$ cat src/bemq_defs.svh
// Register map, field positions and timing constants of the bus event mask qualifier
`ifndef BEMQ_DEFS_SVH
`define BEMQ_DEFS_SVH

// ----------------------------------------------------------------
// Register byte offsets
// ----------------------------------------------------------------
`define BEMQ_OFF_ACT_CTL 8'h00
`define BEMQ_OFF_ALLOC_CTL 8'h04
`define BEMQ_OFF_ACT_CNT 8'h08
`define BEMQ_OFF_ALLOC_CNT 8'h0C
`define BEMQ_OFF_IRQ_STAT 8'h10
`define BEMQ_OFF_IRQ_MASK 8'h14

// ----------------------------------------------------------------
// Event select control layout
// ----------------------------------------------------------------
`define BEMQ_ESEL_HI 31
`define BEMQ_ESEL_LO 25
`define BEMQ_EMASK_HI 24
`define BEMQ_EMASK_LO 9
`define BEMQ_EN_BIT 0
`define BEMQ_EDGE_BIT 1
`define BEMQ_CODE_ACT 7'h17
`define BEMQ_CODE_ALLOC 7'h05

// ----------------------------------------------------------------
// Data activity mask bits
// ----------------------------------------------------------------
`define BEMQ_M_DR_SAMPLED 1
`define BEMQ_M_DR_UNSAMPLED 2
`define BEMQ_M_DB_SAMPLED 4
`define BEMQ_M_DB_UNSAMPLED 5

// ----------------------------------------------------------------
// Queue allocation mask bits
// ----------------------------------------------------------------
`define BEMQ_M_KIND_HI 1
`define BEMQ_M_KIND_LO 0
`define BEMQ_M_LEN_HI 3
`define BEMQ_M_LEN_LO 2
`define BEMQ_M_IO 5
`define BEMQ_M_LOCK 6
`define BEMQ_M_CACHE 7
`define BEMQ_M_SPLIT 8
`define BEMQ_M_DEMAND 9
`define BEMQ_M_ORDERED 10

// ----------------------------------------------------------------
// Interrupt status bits and reset values
// ----------------------------------------------------------------
`define BEMQ_IRQ_ACT 0
`define BEMQ_IRQ_ALLOC 1
`define BEMQ_IRQ_W 2
`define BEMQ_ZERO32 32'h0000_0000
`define BEMQ_ONES32 32'hFFFF_FFFF
`define BEMQ_ONE32 32'h0000_0001

// ----------------------------------------------------------------
// Timing in processor clocks
// ----------------------------------------------------------------
`define BEMQ_HOLD_SHORT 3'h2
`define BEMQ_HOLD_LONG 3'h4
`define BEMQ_HOLD_NONE 3'h0
`define BEMQ_BUS_RATIO 2'h2
`define BEMQ_NSUB 4

`endif

$ cat src/bemq_pkg.sv
// Types shared by the bus event mask qualifier
package bemq_pkg;
	typedef enum logic [1:0] {
		BEMQ_DR_SAMPLED,
		BEMQ_DR_UNSAMPLED,
		BEMQ_DB_SAMPLED,
		BEMQ_DB_UNSAMPLED
	} bemq_sub_e;
	typedef logic [2:0] bemq_hold_t;
	typedef logic [1:0] bemq_code2_t;
	typedef logic [31:0] bemq_word_t;
endpackage : bemq_pkg

$ cat src/bemq_top.sv
// Bus event mask qualifier with Wishbone register access and two event counters
`timescale 1ns/100ps
`include "bemq_defs.svh"
module bemq_top (
	input wire logic clk_in,
	input wire logic srst_in,
	input wire logic wb_cyc_in,
	input wire logic wb_stb_in,
	input wire logic wb_we_in,
	input wire logic [7:0] wb_adr_in,
	input wire logic [3:0] wb_sel_in,
	input wire bemq_pkg::bemq_word_t wb_dat_in,
	output logic [31:0] wb_dat_out,
	output logic wb_ack_out,
	input wire logic dbus_occ_in,
	input wire logic dbus_is_busy_in,
	input wire logic dbus_sampled_in,
	input wire logic dbus_full_line_in,
	input wire logic alloc_valid_in,
	input wire bemq_pkg::bemq_code2_t alloc_kind_in,
	input wire bemq_pkg::bemq_code2_t alloc_length_in,
	input wire logic alloc_io_in,
	input wire logic alloc_lock_in,
	input wire logic alloc_cache_in,
	input wire logic alloc_split_in,
	input wire logic alloc_demand_in,
	input wire logic alloc_ordered_in,
	output logic bus_tick_out,
	output logic act_cond_out,
	output logic alloc_hit_out,
	output logic irq_out
);
	import bemq_pkg::*;

	// ----------------------------------------------------------------
	// Functions
	// ----------------------------------------------------------------
	function automatic bemq_word_t apply_sel(input bemq_word_t old_v, input bemq_word_t new_v,
		input logic [3:0] sel);
		bemq_word_t r;
		r = old_v;
		for (int b = 0; b < 4; b++) begin
			if (sel[b]) begin
				r[b*8 +: 8] = new_v[b*8 +: 8];
			end
		end
		return r;
	endfunction : apply_sel

	// Hold length of one sub-event in processor clocks
	function automatic bemq_hold_t hold_len(input bemq_sub_e sub, input logic full);
		bemq_hold_t h;
		h = `BEMQ_HOLD_NONE;
		case (sub)
			BEMQ_DB_SAMPLED: h = full ? `BEMQ_HOLD_SHORT : `BEMQ_HOLD_NONE;
			BEMQ_DB_UNSAMPLED: h = full ? `BEMQ_HOLD_LONG : `BEMQ_HOLD_SHORT;
			BEMQ_DR_SAMPLED: h = full ? `BEMQ_HOLD_LONG : `BEMQ_HOLD_SHORT;
			BEMQ_DR_UNSAMPLED: h = full ? `BEMQ_HOLD_LONG : `BEMQ_HOLD_SHORT;
			default: h = `BEMQ_HOLD_NONE;
		endcase
		return h;
	endfunction : hold_len

	// Mask bit that enables a sub-event
	function automatic logic sub_enabled(input bemq_sub_e sub, input logic [15:0] m);
		logic e;
		e = 1'b0;
		case (sub)
			BEMQ_DR_SAMPLED: e = m[`BEMQ_M_DR_SAMPLED];
			BEMQ_DR_UNSAMPLED: e = m[`BEMQ_M_DR_UNSAMPLED];
			BEMQ_DB_SAMPLED: e = m[`BEMQ_M_DB_SAMPLED];
			BEMQ_DB_UNSAMPLED: e = m[`BEMQ_M_DB_UNSAMPLED];
			default: e = 1'b0;
		endcase
		return e;
	endfunction : sub_enabled

	// Control word enabled and carrying the expected select code
	function automatic logic sel_match(input bemq_word_t ctl, input logic [6:0] code);
		return ctl[`BEMQ_EN_BIT] && (ctl[`BEMQ_ESEL_HI:`BEMQ_ESEL_LO] == code);
	endfunction : sel_match

	// ----------------------------------------------------------------
	// Register bus
	// ----------------------------------------------------------------
	bemq_word_t act_ctl_q;
	bemq_word_t alloc_ctl_q;
	bemq_word_t act_cnt_q;
	bemq_word_t alloc_cnt_q;
	logic [`BEMQ_IRQ_W-1:0] irq_stat_q;
	logic [`BEMQ_IRQ_W-1:0] irq_mask_q;
	logic bus_req;
	logic wr_en;
	bemq_word_t rd_d;

	assign bus_req = wb_cyc_in && wb_stb_in && !wb_ack_out;
	assign wr_en = bus_req && wb_we_in;

	always_ff @(posedge clk_in) begin
		if (srst_in) begin
			wb_ack_out <= 1'b0;
		end else begin
			wb_ack_out <= bus_req;
		end
	end

	always_comb begin
		rd_d = `BEMQ_ZERO32;
		case (wb_adr_in)
			`BEMQ_OFF_ACT_CTL: rd_d = act_ctl_q;
			`BEMQ_OFF_ALLOC_CTL: rd_d = alloc_ctl_q;
			`BEMQ_OFF_ACT_CNT: rd_d = act_cnt_q;
			`BEMQ_OFF_ALLOC_CNT: rd_d = alloc_cnt_q;
			`BEMQ_OFF_IRQ_STAT: rd_d = {30'h0, irq_stat_q};
			`BEMQ_OFF_IRQ_MASK: rd_d = {30'h0, irq_mask_q};
			default: rd_d = `BEMQ_ZERO32;
		endcase
	end

	always_ff @(posedge clk_in) begin
		if (srst_in) begin
			wb_dat_out <= `BEMQ_ZERO32;
		end else if (bus_req && !wb_we_in) begin
			wb_dat_out <= rd_d;
		end
	end

	always_ff @(posedge clk_in) begin
		if (srst_in) begin
			act_ctl_q <= `BEMQ_ZERO32;
			alloc_ctl_q <= `BEMQ_ZERO32;
			irq_mask_q <= '0;
		end else if (wr_en) begin
			case (wb_adr_in)
				`BEMQ_OFF_ACT_CTL: act_ctl_q <= apply_sel(act_ctl_q, wb_dat_in, wb_sel_in);
				`BEMQ_OFF_ALLOC_CTL: alloc_ctl_q <= apply_sel(alloc_ctl_q, wb_dat_in, wb_sel_in);
				`BEMQ_OFF_IRQ_MASK: begin
					if (wb_sel_in[0]) begin
						irq_mask_q <= wb_dat_in[`BEMQ_IRQ_W-1:0];
					end
				end
				default: begin
				end
			endcase
		end
	end

	// ----------------------------------------------------------------
	// Bus clock enable
	// ----------------------------------------------------------------
	logic [1:0] div_q;
	// Occurrences on the data activity link are only taken on this tick

	always_ff @(posedge clk_in) begin
		if (srst_in) begin
			div_q <= 2'h0;
			bus_tick_out <= 1'b0;
		end else begin
			div_q <= (div_q == `BEMQ_BUS_RATIO - 2'h1) ? 2'h0 : div_q + 2'h1;
			bus_tick_out <= (div_q == `BEMQ_BUS_RATIO - 2'h1);
		end
	end

	// ----------------------------------------------------------------
	// Data activity sub-events
	// ----------------------------------------------------------------
	bemq_hold_t hold_q [`BEMQ_NSUB];
	logic [`BEMQ_NSUB-1:0] start_d;
	logic [`BEMQ_NSUB-1:0] live_d;
	bemq_sub_e occ_sub;
	logic act_sel;
	logic act_level;
	logic act_start;

	// Sampled flag picks exactly one of each pair
	always_comb begin
		occ_sub = BEMQ_DR_SAMPLED;
		case ({dbus_is_busy_in, dbus_sampled_in})
			2'h3: occ_sub = BEMQ_DB_SAMPLED;
			2'h2: occ_sub = BEMQ_DB_UNSAMPLED;
			2'h1: occ_sub = BEMQ_DR_SAMPLED;
			2'h0: occ_sub = BEMQ_DR_UNSAMPLED;
			default: occ_sub = BEMQ_DR_SAMPLED;
		endcase
	end

	always_comb begin
		for (int i = 0; i < `BEMQ_NSUB; i++) begin
			start_d[i] = bus_tick_out && dbus_occ_in && (occ_sub == bemq_sub_e'(i))
				&& (hold_len(occ_sub, dbus_full_line_in) != `BEMQ_HOLD_NONE);
		end
	end

	// A new occurrence reloads the hold, so stalled repeats each restart it
	always_ff @(posedge clk_in) begin
		if (srst_in) begin
			for (int i = 0; i < `BEMQ_NSUB; i++) begin
				hold_q[i] <= `BEMQ_HOLD_NONE;
			end
		end else begin
			for (int i = 0; i < `BEMQ_NSUB; i++) begin
				if (start_d[i]) begin
					hold_q[i] <= hold_len(occ_sub, dbus_full_line_in);
				end else if (hold_q[i] != `BEMQ_HOLD_NONE) begin
					hold_q[i] <= hold_q[i] - 3'h1;
				end
			end
		end
	end

	logic [`BEMQ_NSUB-1:0] began_q;

	always_ff @(posedge clk_in) begin
		if (srst_in) begin
			began_q <= '0;
		end else begin
			began_q <= start_d;
		end
	end

	always_comb begin
		for (int i = 0; i < `BEMQ_NSUB; i++) begin
			live_d[i] = (hold_q[i] != `BEMQ_HOLD_NONE)
				&& sub_enabled(bemq_sub_e'(i), act_ctl_q[`BEMQ_EMASK_HI:`BEMQ_EMASK_LO]);
		end
	end

	assign act_sel = sel_match(act_ctl_q, `BEMQ_CODE_ACT);
	assign act_level = act_sel && (|live_d);
	assign act_start = act_sel && (|(live_d & began_q));

	always_ff @(posedge clk_in) begin
		if (srst_in) begin
			act_cond_out <= 1'b0;
		end else begin
			act_cond_out <= act_level;
		end
	end

	// ----------------------------------------------------------------
	// Queue allocation qualification
	// ----------------------------------------------------------------
	logic [15:0] am;
	logic alloc_match;

	assign am = alloc_ctl_q[`BEMQ_EMASK_HI:`BEMQ_EMASK_LO];

	always_comb begin
		alloc_match = alloc_valid_in;
		if (alloc_kind_in != am[`BEMQ_M_KIND_HI:`BEMQ_M_KIND_LO]) begin
			alloc_match = 1'b0;
		end
		if (alloc_length_in != am[`BEMQ_M_LEN_HI:`BEMQ_M_LEN_LO]) begin
			alloc_match = 1'b0;
		end
		if (am[`BEMQ_M_IO] && !alloc_io_in) begin
			alloc_match = 1'b0;
		end
		if (am[`BEMQ_M_LOCK] && !alloc_lock_in) begin
			alloc_match = 1'b0;
		end
		if (am[`BEMQ_M_CACHE] && !alloc_cache_in) begin
			alloc_match = 1'b0;
		end
		if (am[`BEMQ_M_SPLIT] && !alloc_split_in) begin
			alloc_match = 1'b0;
		end
		if (am[`BEMQ_M_DEMAND] != alloc_demand_in) begin
			alloc_match = 1'b0;
		end
		if (am[`BEMQ_M_ORDERED] && !alloc_ordered_in) begin
			alloc_match = 1'b0;
		end
		if (!sel_match(alloc_ctl_q, `BEMQ_CODE_ALLOC)) begin
			alloc_match = 1'b0;
		end
	end

	always_ff @(posedge clk_in) begin
		if (srst_in) begin
			alloc_hit_out <= 1'b0;
		end else begin
			alloc_hit_out <= alloc_match;
		end
	end

	// ----------------------------------------------------------------
	// Counters
	// ----------------------------------------------------------------
	logic act_inc;
	logic act_wrap;
	logic alloc_wrap;
	logic act_cnt_wr;
	logic alloc_cnt_wr;

	// A software write to a counter wins over an increment in the same cycle
	assign act_cnt_wr = wr_en && (wb_adr_in == `BEMQ_OFF_ACT_CNT);
	assign alloc_cnt_wr = wr_en && (wb_adr_in == `BEMQ_OFF_ALLOC_CNT);

	// Edge mode counts each enabled sub-event hold start, restarts while held included; level mode counts held cycles
	assign act_inc = act_ctl_q[`BEMQ_EDGE_BIT] ? act_start : act_level;
	// An increment replaced by a write flags no wrap
	assign act_wrap = act_inc && !act_cnt_wr && (act_cnt_q == `BEMQ_ONES32);
	assign alloc_wrap = alloc_match && !alloc_cnt_wr && (alloc_cnt_q == `BEMQ_ONES32);

	always_ff @(posedge clk_in) begin
		if (srst_in) begin
			act_cnt_q <= `BEMQ_ZERO32;
		end else if (act_cnt_wr) begin
			act_cnt_q <= apply_sel(act_cnt_q, wb_dat_in, wb_sel_in);
		end else if (act_inc) begin
			act_cnt_q <= act_cnt_q + `BEMQ_ONE32;
		end
	end

	always_ff @(posedge clk_in) begin
		if (srst_in) begin
			alloc_cnt_q <= `BEMQ_ZERO32;
		end else if (alloc_cnt_wr) begin
			alloc_cnt_q <= apply_sel(alloc_cnt_q, wb_dat_in, wb_sel_in);
		end else if (alloc_match) begin
			alloc_cnt_q <= alloc_cnt_q + `BEMQ_ONE32;
		end
	end

	// ----------------------------------------------------------------
	// Interrupts
	// ----------------------------------------------------------------
	logic [`BEMQ_IRQ_W-1:0] irq_clr;
	logic [`BEMQ_IRQ_W-1:0] irq_set;

	assign irq_clr = (wr_en && wb_adr_in == `BEMQ_OFF_IRQ_STAT && wb_sel_in[0])
		? wb_dat_in[`BEMQ_IRQ_W-1:0] : '0;
	assign irq_set = {alloc_wrap, act_wrap};

	// Set wins over a clear in the same cycle
	always_ff @(posedge clk_in) begin
		if (srst_in) begin
			irq_stat_q <= '0;
		end else begin
			irq_stat_q <= (irq_stat_q & ~irq_clr) | irq_set;
		end
	end

	// Status changes reach the pin at once, mask writes one cycle later
	always_ff @(posedge clk_in) begin
		if (srst_in) begin
			irq_out <= 1'b0;
		end else begin
			irq_out <= |(((irq_stat_q & ~irq_clr) | irq_set) & irq_mask_q);
		end
	end
endmodule : bemq_top

$ cat config.mk
export PLATFORM = sky130hd
export DESIGN_NAME = bemq_top
export DESIGN_NICKNAME = d
export VERILOG_FILES = /design/src/bemq_pkg.sv /design/src/bemq_top.sv
export VERILOG_INCLUDE_DIRS = /design/src /design/src/src
export SDC_FILE = /design/constraint.sdc
export NUM_CORES = 1
export LEC_CHECK = 0
export ABC_CLOCK_PERIOD_IN_PS = 3600
export BUFFER_PORTS_ARGS = -buffer_cell sky130_fd_sc_hd__buf_2
export CAP_MARGIN = 20
export CORE_MARGIN = 5
export CORE_UTILIZATION = 55
export DETAILED_ROUTE_END_ITERATION = 7
export GPL_TIMING_DRIVEN = 0
export PLACE_DENSITY = 0.83
export SLEW_MARGIN = 20
export SYNTH_ARGS = -nofsm -noshare
export SYNTH_HDL_FRONTEND = slang
export SYNTH_SLANG_ARGS = --single-unit
$ cat constraint.sdc
create_clock -name clk_in -period 3.6 [get_ports clk_in]
set_clock_uncertainty 0.2 [all_clocks]
set_input_delay 0.9 -clock clk_in [delete_from_list [all_inputs] [get_ports clk_in]]
set_output_delay 0.9 -clock clk_in [all_outputs]
set_load 0.01 [all_outputs]
; After elaboration in Yosys (flattened, before gate mapping)
; Memories as Yosys holds them, arrays and structs flattened.
; Index checks and enable logic that the tools add are counted.
[word_totals]
output_inout_bits = 37
memories = 1
ramBits = 12
wordCells = 219
input_bits = 64
register_bits = 175
[mem_list]
columns = memory, depth, width, read_ports, rd_ports_with_merged_regs, write_ports, line
row1 = hold_q, 4, 3, 4, 0, 4, bemq_top.sv:167  ; bemq_hold_t hold_q [`BEMQ_NSUB];
[classes]
add_sub_neg = 7
n_reduce_logical = 75
bitwise = 13
mux = 70
n_eq_ne = 27
[op_table]
columns = cell, count
row1 = case mux 32 bit (6 select lines), 1
row2 = 2-to-1 mux 32 bit, 4
row3 = adder 32 x 1 -> 32 bit (second input constant), 2
row4 = == test 32 bit (second input constant), 2
row5 = 2-to-1 mux 3 bit, 17
row6 = 2-to-1 mux 1 bit, 40
row7 = logical AND 1 bit, 34
row8 = 2-to-1 mux 8 bit, 4
row9 = AND reduction 3 bit, 9
row10 = == test 8 x 4 -> 1 bit (second input constant), 2
row11 = == test 8 x 5 -> 1 bit (second input constant), 2
row12 = inequality test 2 bit (second input constant), 8
row13 = AND reduction 2 bit, 8
row14 = nonzero test 3 bit, 5
row15 = subtractor 3 x 1 -> 3 bit (second input constant), 4
row16 = zero test 1 bit, 9
row17 = == test 2 bit (second input constant), 4
row18 = == test 8 x 3 -> 1 bit (second input constant), 1
row19 = zero test 8 bit, 1
row20 = OR 1 bit, 8
row21 = case mux 2 bit (4 select lines), 1
row22 = OR reduction 4 bit, 2
row23 = == test 7 x 3 -> 1 bit (second input constant), 1
row24 = == test 7 x 5 -> 1 bit (second input constant), 1
row25 = other kinds (14), 22

; Depth between registers and ports, before layout
[depth]
ltp_word = 15
depth_mapped = 11

; Worst setup path after synthesis
; No wires, ideal clock.
[synth_timing]
path_type = input to register
start = in wb_adr_in[2]
end = reg act_cnt_q[24]
path_slack_ns = 0.761
t_required_ns = 3.305
t_arrival_ns = 2.544
n_path_buf = 3
setup_ns = 0.095
cell_stages = 8
cell_sequence = buf_2 -> nor3_2 -> and4_1 -> buf_2 -> clkbuf_1 -> nand2_1 -> mux2i_1 -> a221oi_1
[synth_via]
elab_chain_len = 4
elab_cells_between_ends = 6
classes_between = 2 x eq/ne / 1 x mux / 3 x reduce/logical
[synth_lines]
columns = element, line
row1 = from (decl), bemq_top.sv:10  ; input wire logic [7:0] wb_adr_in,
row2 = == test 8 x 4 -> 1 bit *, n/a
row3 = logical AND 1 bit *, bemq_top.sv:297  ; assign act_cnt_wr = wr_en && (wb_adr_in == `BEMQ_OFF_ACT_CNT);
row4 = inequality test 2 bit (no line) / nonzero test 2 bit (equally long branches), n/a
row5 = AND reduction 2 bit (no line), n/a
row6 = to (signal assigned), bemq_top.sv:308  ; act_cnt_q <= `BEMQ_ZERO32;
row7 = to (signal assigned), bemq_top.sv:310  ; act_cnt_q <= apply_sel(act_cnt_q, wb_dat_in, wb_sel_in);
row8 = to (signal assigned), bemq_top.sv:312  ; act_cnt_q <= act_cnt_q + `BEMQ_ONE32;
row9 = to (decl), bemq_top.sv:88  ; bemq_word_t act_cnt_q;
; Every way passes the cells marked *; elsewhere a longest branch is shown, timed or not.
; A chain may end at the register's enable or synchronous reset.

; Final worst setup path
[layout_timing]
start = in wb_adr_in[7]
end = reg alloc_ctl_q[4]
[layout_via]
elab_chain_len = 2
[layout_lines]
columns = element, line
row1 = == test 8 x 3 -> 1 bit, bemq_top.sv:134  ; case (wb_adr_in)
row2 = AND reduction 3 bit (no line), n/a
row3 = to (signal assigned), bemq_top.sv:131  ; alloc_ctl_q <= `BEMQ_ZERO32;
row4 = to (signal assigned), bemq_top.sv:136  ; `BEMQ_OFF_ALLOC_CTL: alloc_ctl_q <= apply_sel(alloc_ctl_q, wb_dat_in, wb_sel_in);
row5 = to (decl), bemq_top.sv:87  ; bemq_word_t alloc_ctl_q;
; No other way between the ends.

==> metrics.md <==
| Metric | Value |
|---|---|
| Final setup margin | 180 ps |
| Max-cap violations | 0 |
| Htree depth | 4 |
| I/O pins | 101 |
| Hpwl dp | 28.2 mm |
| Post-route cell area | 11300 um2 |
| Synth warn | 0 |
| Most used flip-flop cell after synthesis | dfxtp_1 |
| Largest net degree at the start of global routing | 18 |
| CP Data Required Time | 3700 ps |
| Lkg Pwr | 0.00414 uW |
| Core ar. | 17800 um2 |
| Synth Cell Area | 9930 um2 |
| Multi-input gate area | 5610 um2 |
| Register area | 3860 um2 |
| Reg clk slew, reported paths | 70 ps |
| TritonCTS clock tree | done |
| WL/cell | 24.1 um |
| Kind of critical path | primary input to register |
| First-pass GRT wire length | 57.1 mm |
| Simple-gate share of the synthesized area | 26.8% |
| Outcome | complete, but fails checks |
| Max frequency | 292 MHz |
| Minimum clock period | 3420 ps |
| Mux cell area share after synthesis | 6.53% |
| Ys async rst share | 0% |
| Maximum VDD drop | 526 uV |
| DRT Wirelength | 37.9 mm |
| Max Slew Vio Count | 0 |
| Post-synth EDFFs | 12 |
| Commonest non-fill, non-tap cells in the layout | dfxtp_1 (175), nor2_1 (136), nand2_1 (133) |
| RSZ-0062 raised after global routing | false |
| Initial antenna violation count | 0 |
| Worst slack at placement | -170 ps |
| Maximum fanout along the worst path | 10 |
| Ratio of cells with drive above 1 in the final layout | 13.3% |
| Die Y | 144 um |
| Port Buf Inserts | 96 |
| Area grow syn2layout | 13.7% |
| Finished Core Util | 63.3% |
| Clock tree buffer depth | 2 |
| Placer Congestion | 1.03 |
| Via count | 10616 |
| Total gr overflow | 0 |
| Synthesized flop and latch total | 187 |
| Die area | 20800 um2 |
| Final setup vio count | 0 |
| Vias per cell | 6.75 |
| Final Net Count | 1408 |
| Pwr Total | 4740 uW |
| Worst min path class | register to register |
| CTS root buf | clkbuf_16 |
| DR pass1 iterations | 8 |
| Filler instances | 1588 |
| P per Cell Area | 420 nW/um2 |
| Drc violations | 1 |
| TritonCTS Buffers | 17 |
| Worst setup EP type | register |
| Final Hold Viols | 0 |
| Worst EP arrival | 3520 ps |
| Post-Layout Cell Count | 1573 |
| Tot GR Track Use | 36.1% |
| Post-DRT Antenna Nets | 0 |
| Register area share after synthesis | 38.9% |
| Worst-margin pin slew | 1050 ps |
| Max-slew headroom | 29.6% |
| Mapped Cells | 1216 |
| Cell Area, Placed | 10700 um2 |
| Mapped Nets | 1293 |
| Part of the cycle the worst path needs | 95.0% |
| XOR/XNOR Fraction of Synth Area | 1.32% |
| Clock sink total | 187 |
| 1st-iter DRT viols | 1490 |
| Syn avg cell area | 8.17 um2 |
| Startpoint Class | primary input |
| Post-synthesis adder-cell area fraction | 1.64% |
| Placed insts | 1541 |
| Synth Area in Compound Gates | 20.2% |
| Clock Latency Late Sink | 450 ps |
| DIE WIDTH | 144 um |
| Starting Density | 55.7% |
| Placement Rows | 49 |
| Postcts setup bufs | 0 |
| Cts repair resizes | 0 |
| Commonest non-fill, non-tap cell in the layout | dfxtp_1 |
| Main combinational cell family by area after synthesis | simple AND/OR/NAND/NOR gates |
| Vias in the first global route | 9880 |
| Failing checks | DRC |
| Distinct cells, synth | 74 |
| Cts hold-fix bufs | 0 |
| Ant. Diodes | 0 |
routing by layer:
layer	track usage, %	routed length [um]	part of all wire, %
met2	54.4	16400	43
met3	8.50	4150	11
met1	47.4	15000	40
met4	20.6	2370	6.2
met5	0	0	0
through the flow:
stage                     setup TNS, ps  hold WS (ps)
final                                 0           236
after global routing                  0           269
after CTS                             0           244
after detailed placement           -936           234
after global placement             -729           216
after floorplan                       0           207
cell type report:
| type | instances | share of cell area [%] |
|---|---|---|
| Timing Repair Buffer | 96 | 4.26 |
| Sequential cell | 187 | 34.2 |
| Buffer | 88 | 3.20 |
| Inverter | 24 | 0.798 |
| Clock inverter | 15 | 1.45 |
| Multi-Input combinational cell | 917 | 49.7 |
| Tap cell | 229 | 2.54 |
| Clock buffer | 17 | 3.77 |
state kept, by name (all words and copies together) (netlist names), 2 cells and up:
signal and count:
alloc_ctl_q 32, act_cnt_q 32, wb_dat_out 32, div_q 2, began_q 4, irq_stat_q 2, irq_mask_q 2, act_ctl_q 32
alloc_cnt_q 32, hold_q 12
synth_stat cells (12+ instances only):
| cell | count | area, um2 |
|---|---|---|
| nor2b_1 | 12 | 75.1 |
| and3_1 | 29 | 181 |
| nand3_1 | 76 | 380 |
| a21oi_1 | 98 | 490 |
| nor4_1 | 16 | 100 |
| a221oi_1 | 31 | 272 |
| nand4_1 | 27 | 169 |
| o21ai_0 | 30 | 150 |
| dfxtp_1 | 175 | 3500 |
| nor2_1 | 136 | 510 |
| a2bb2oi_1 | 30 | 263 |
| mux2i_1 | 58 | 581 |
| inv_1 | 24 | 90.1 |
| a31oi_1 | 21 | 131 |
| nor3_1 | 31 | 155 |
| buf_2 | 22 | 110 |
| and2_1 | 12 | 75.1 |
| edfxtp_1 | 12 | 360 |
| and4_1 | 12 | 105 |
| ha_1 | 13 | 163 |
| nand2_1 | 133 | 499 |
| clkbuf_1 | 59 | 221 |
where the power goes:
part	switching, uW	leakage [uW]	internal (uW)	total [uW]
logic	356	0.00232	192	548
registers	33.4	0.00154	2180	2220
clock network	939	0.000284	1040	1980
logic make-up after synthesis:
group / Yosys count
adders and majority gates: 13
DFF: 187
xor gates and xnor gates: 15
muxes: 62
AOI/OAI and AO/OA: 293
and+or+nand+nor: 534
buffers and inverters: 112
path summary, 6_finish.rpt:
kind                                    from  cells past startpoint  slack (ps)        endpoint
worst max-delay path            wb_adr_in[7]                      8         180  alloc_ctl_q[4]
worst min-delay path                div_q[0]                      1         240        div_q[0]
worst max register to register  hold_q[2][0]                     11         300   act_cnt_q[12]
worst min register to register      div_q[0]                      1         240        div_q[0]
critical path: stages:
cell and delay, ps:
buf_2 120, nor4_4 570, and4b_1 280, clkbuf_1 410
clkbuf_1 590, nand2_1 380, nand2_1 180, a21oi_1 100
No activity file was read; power rests on OpenSTA's default activity.
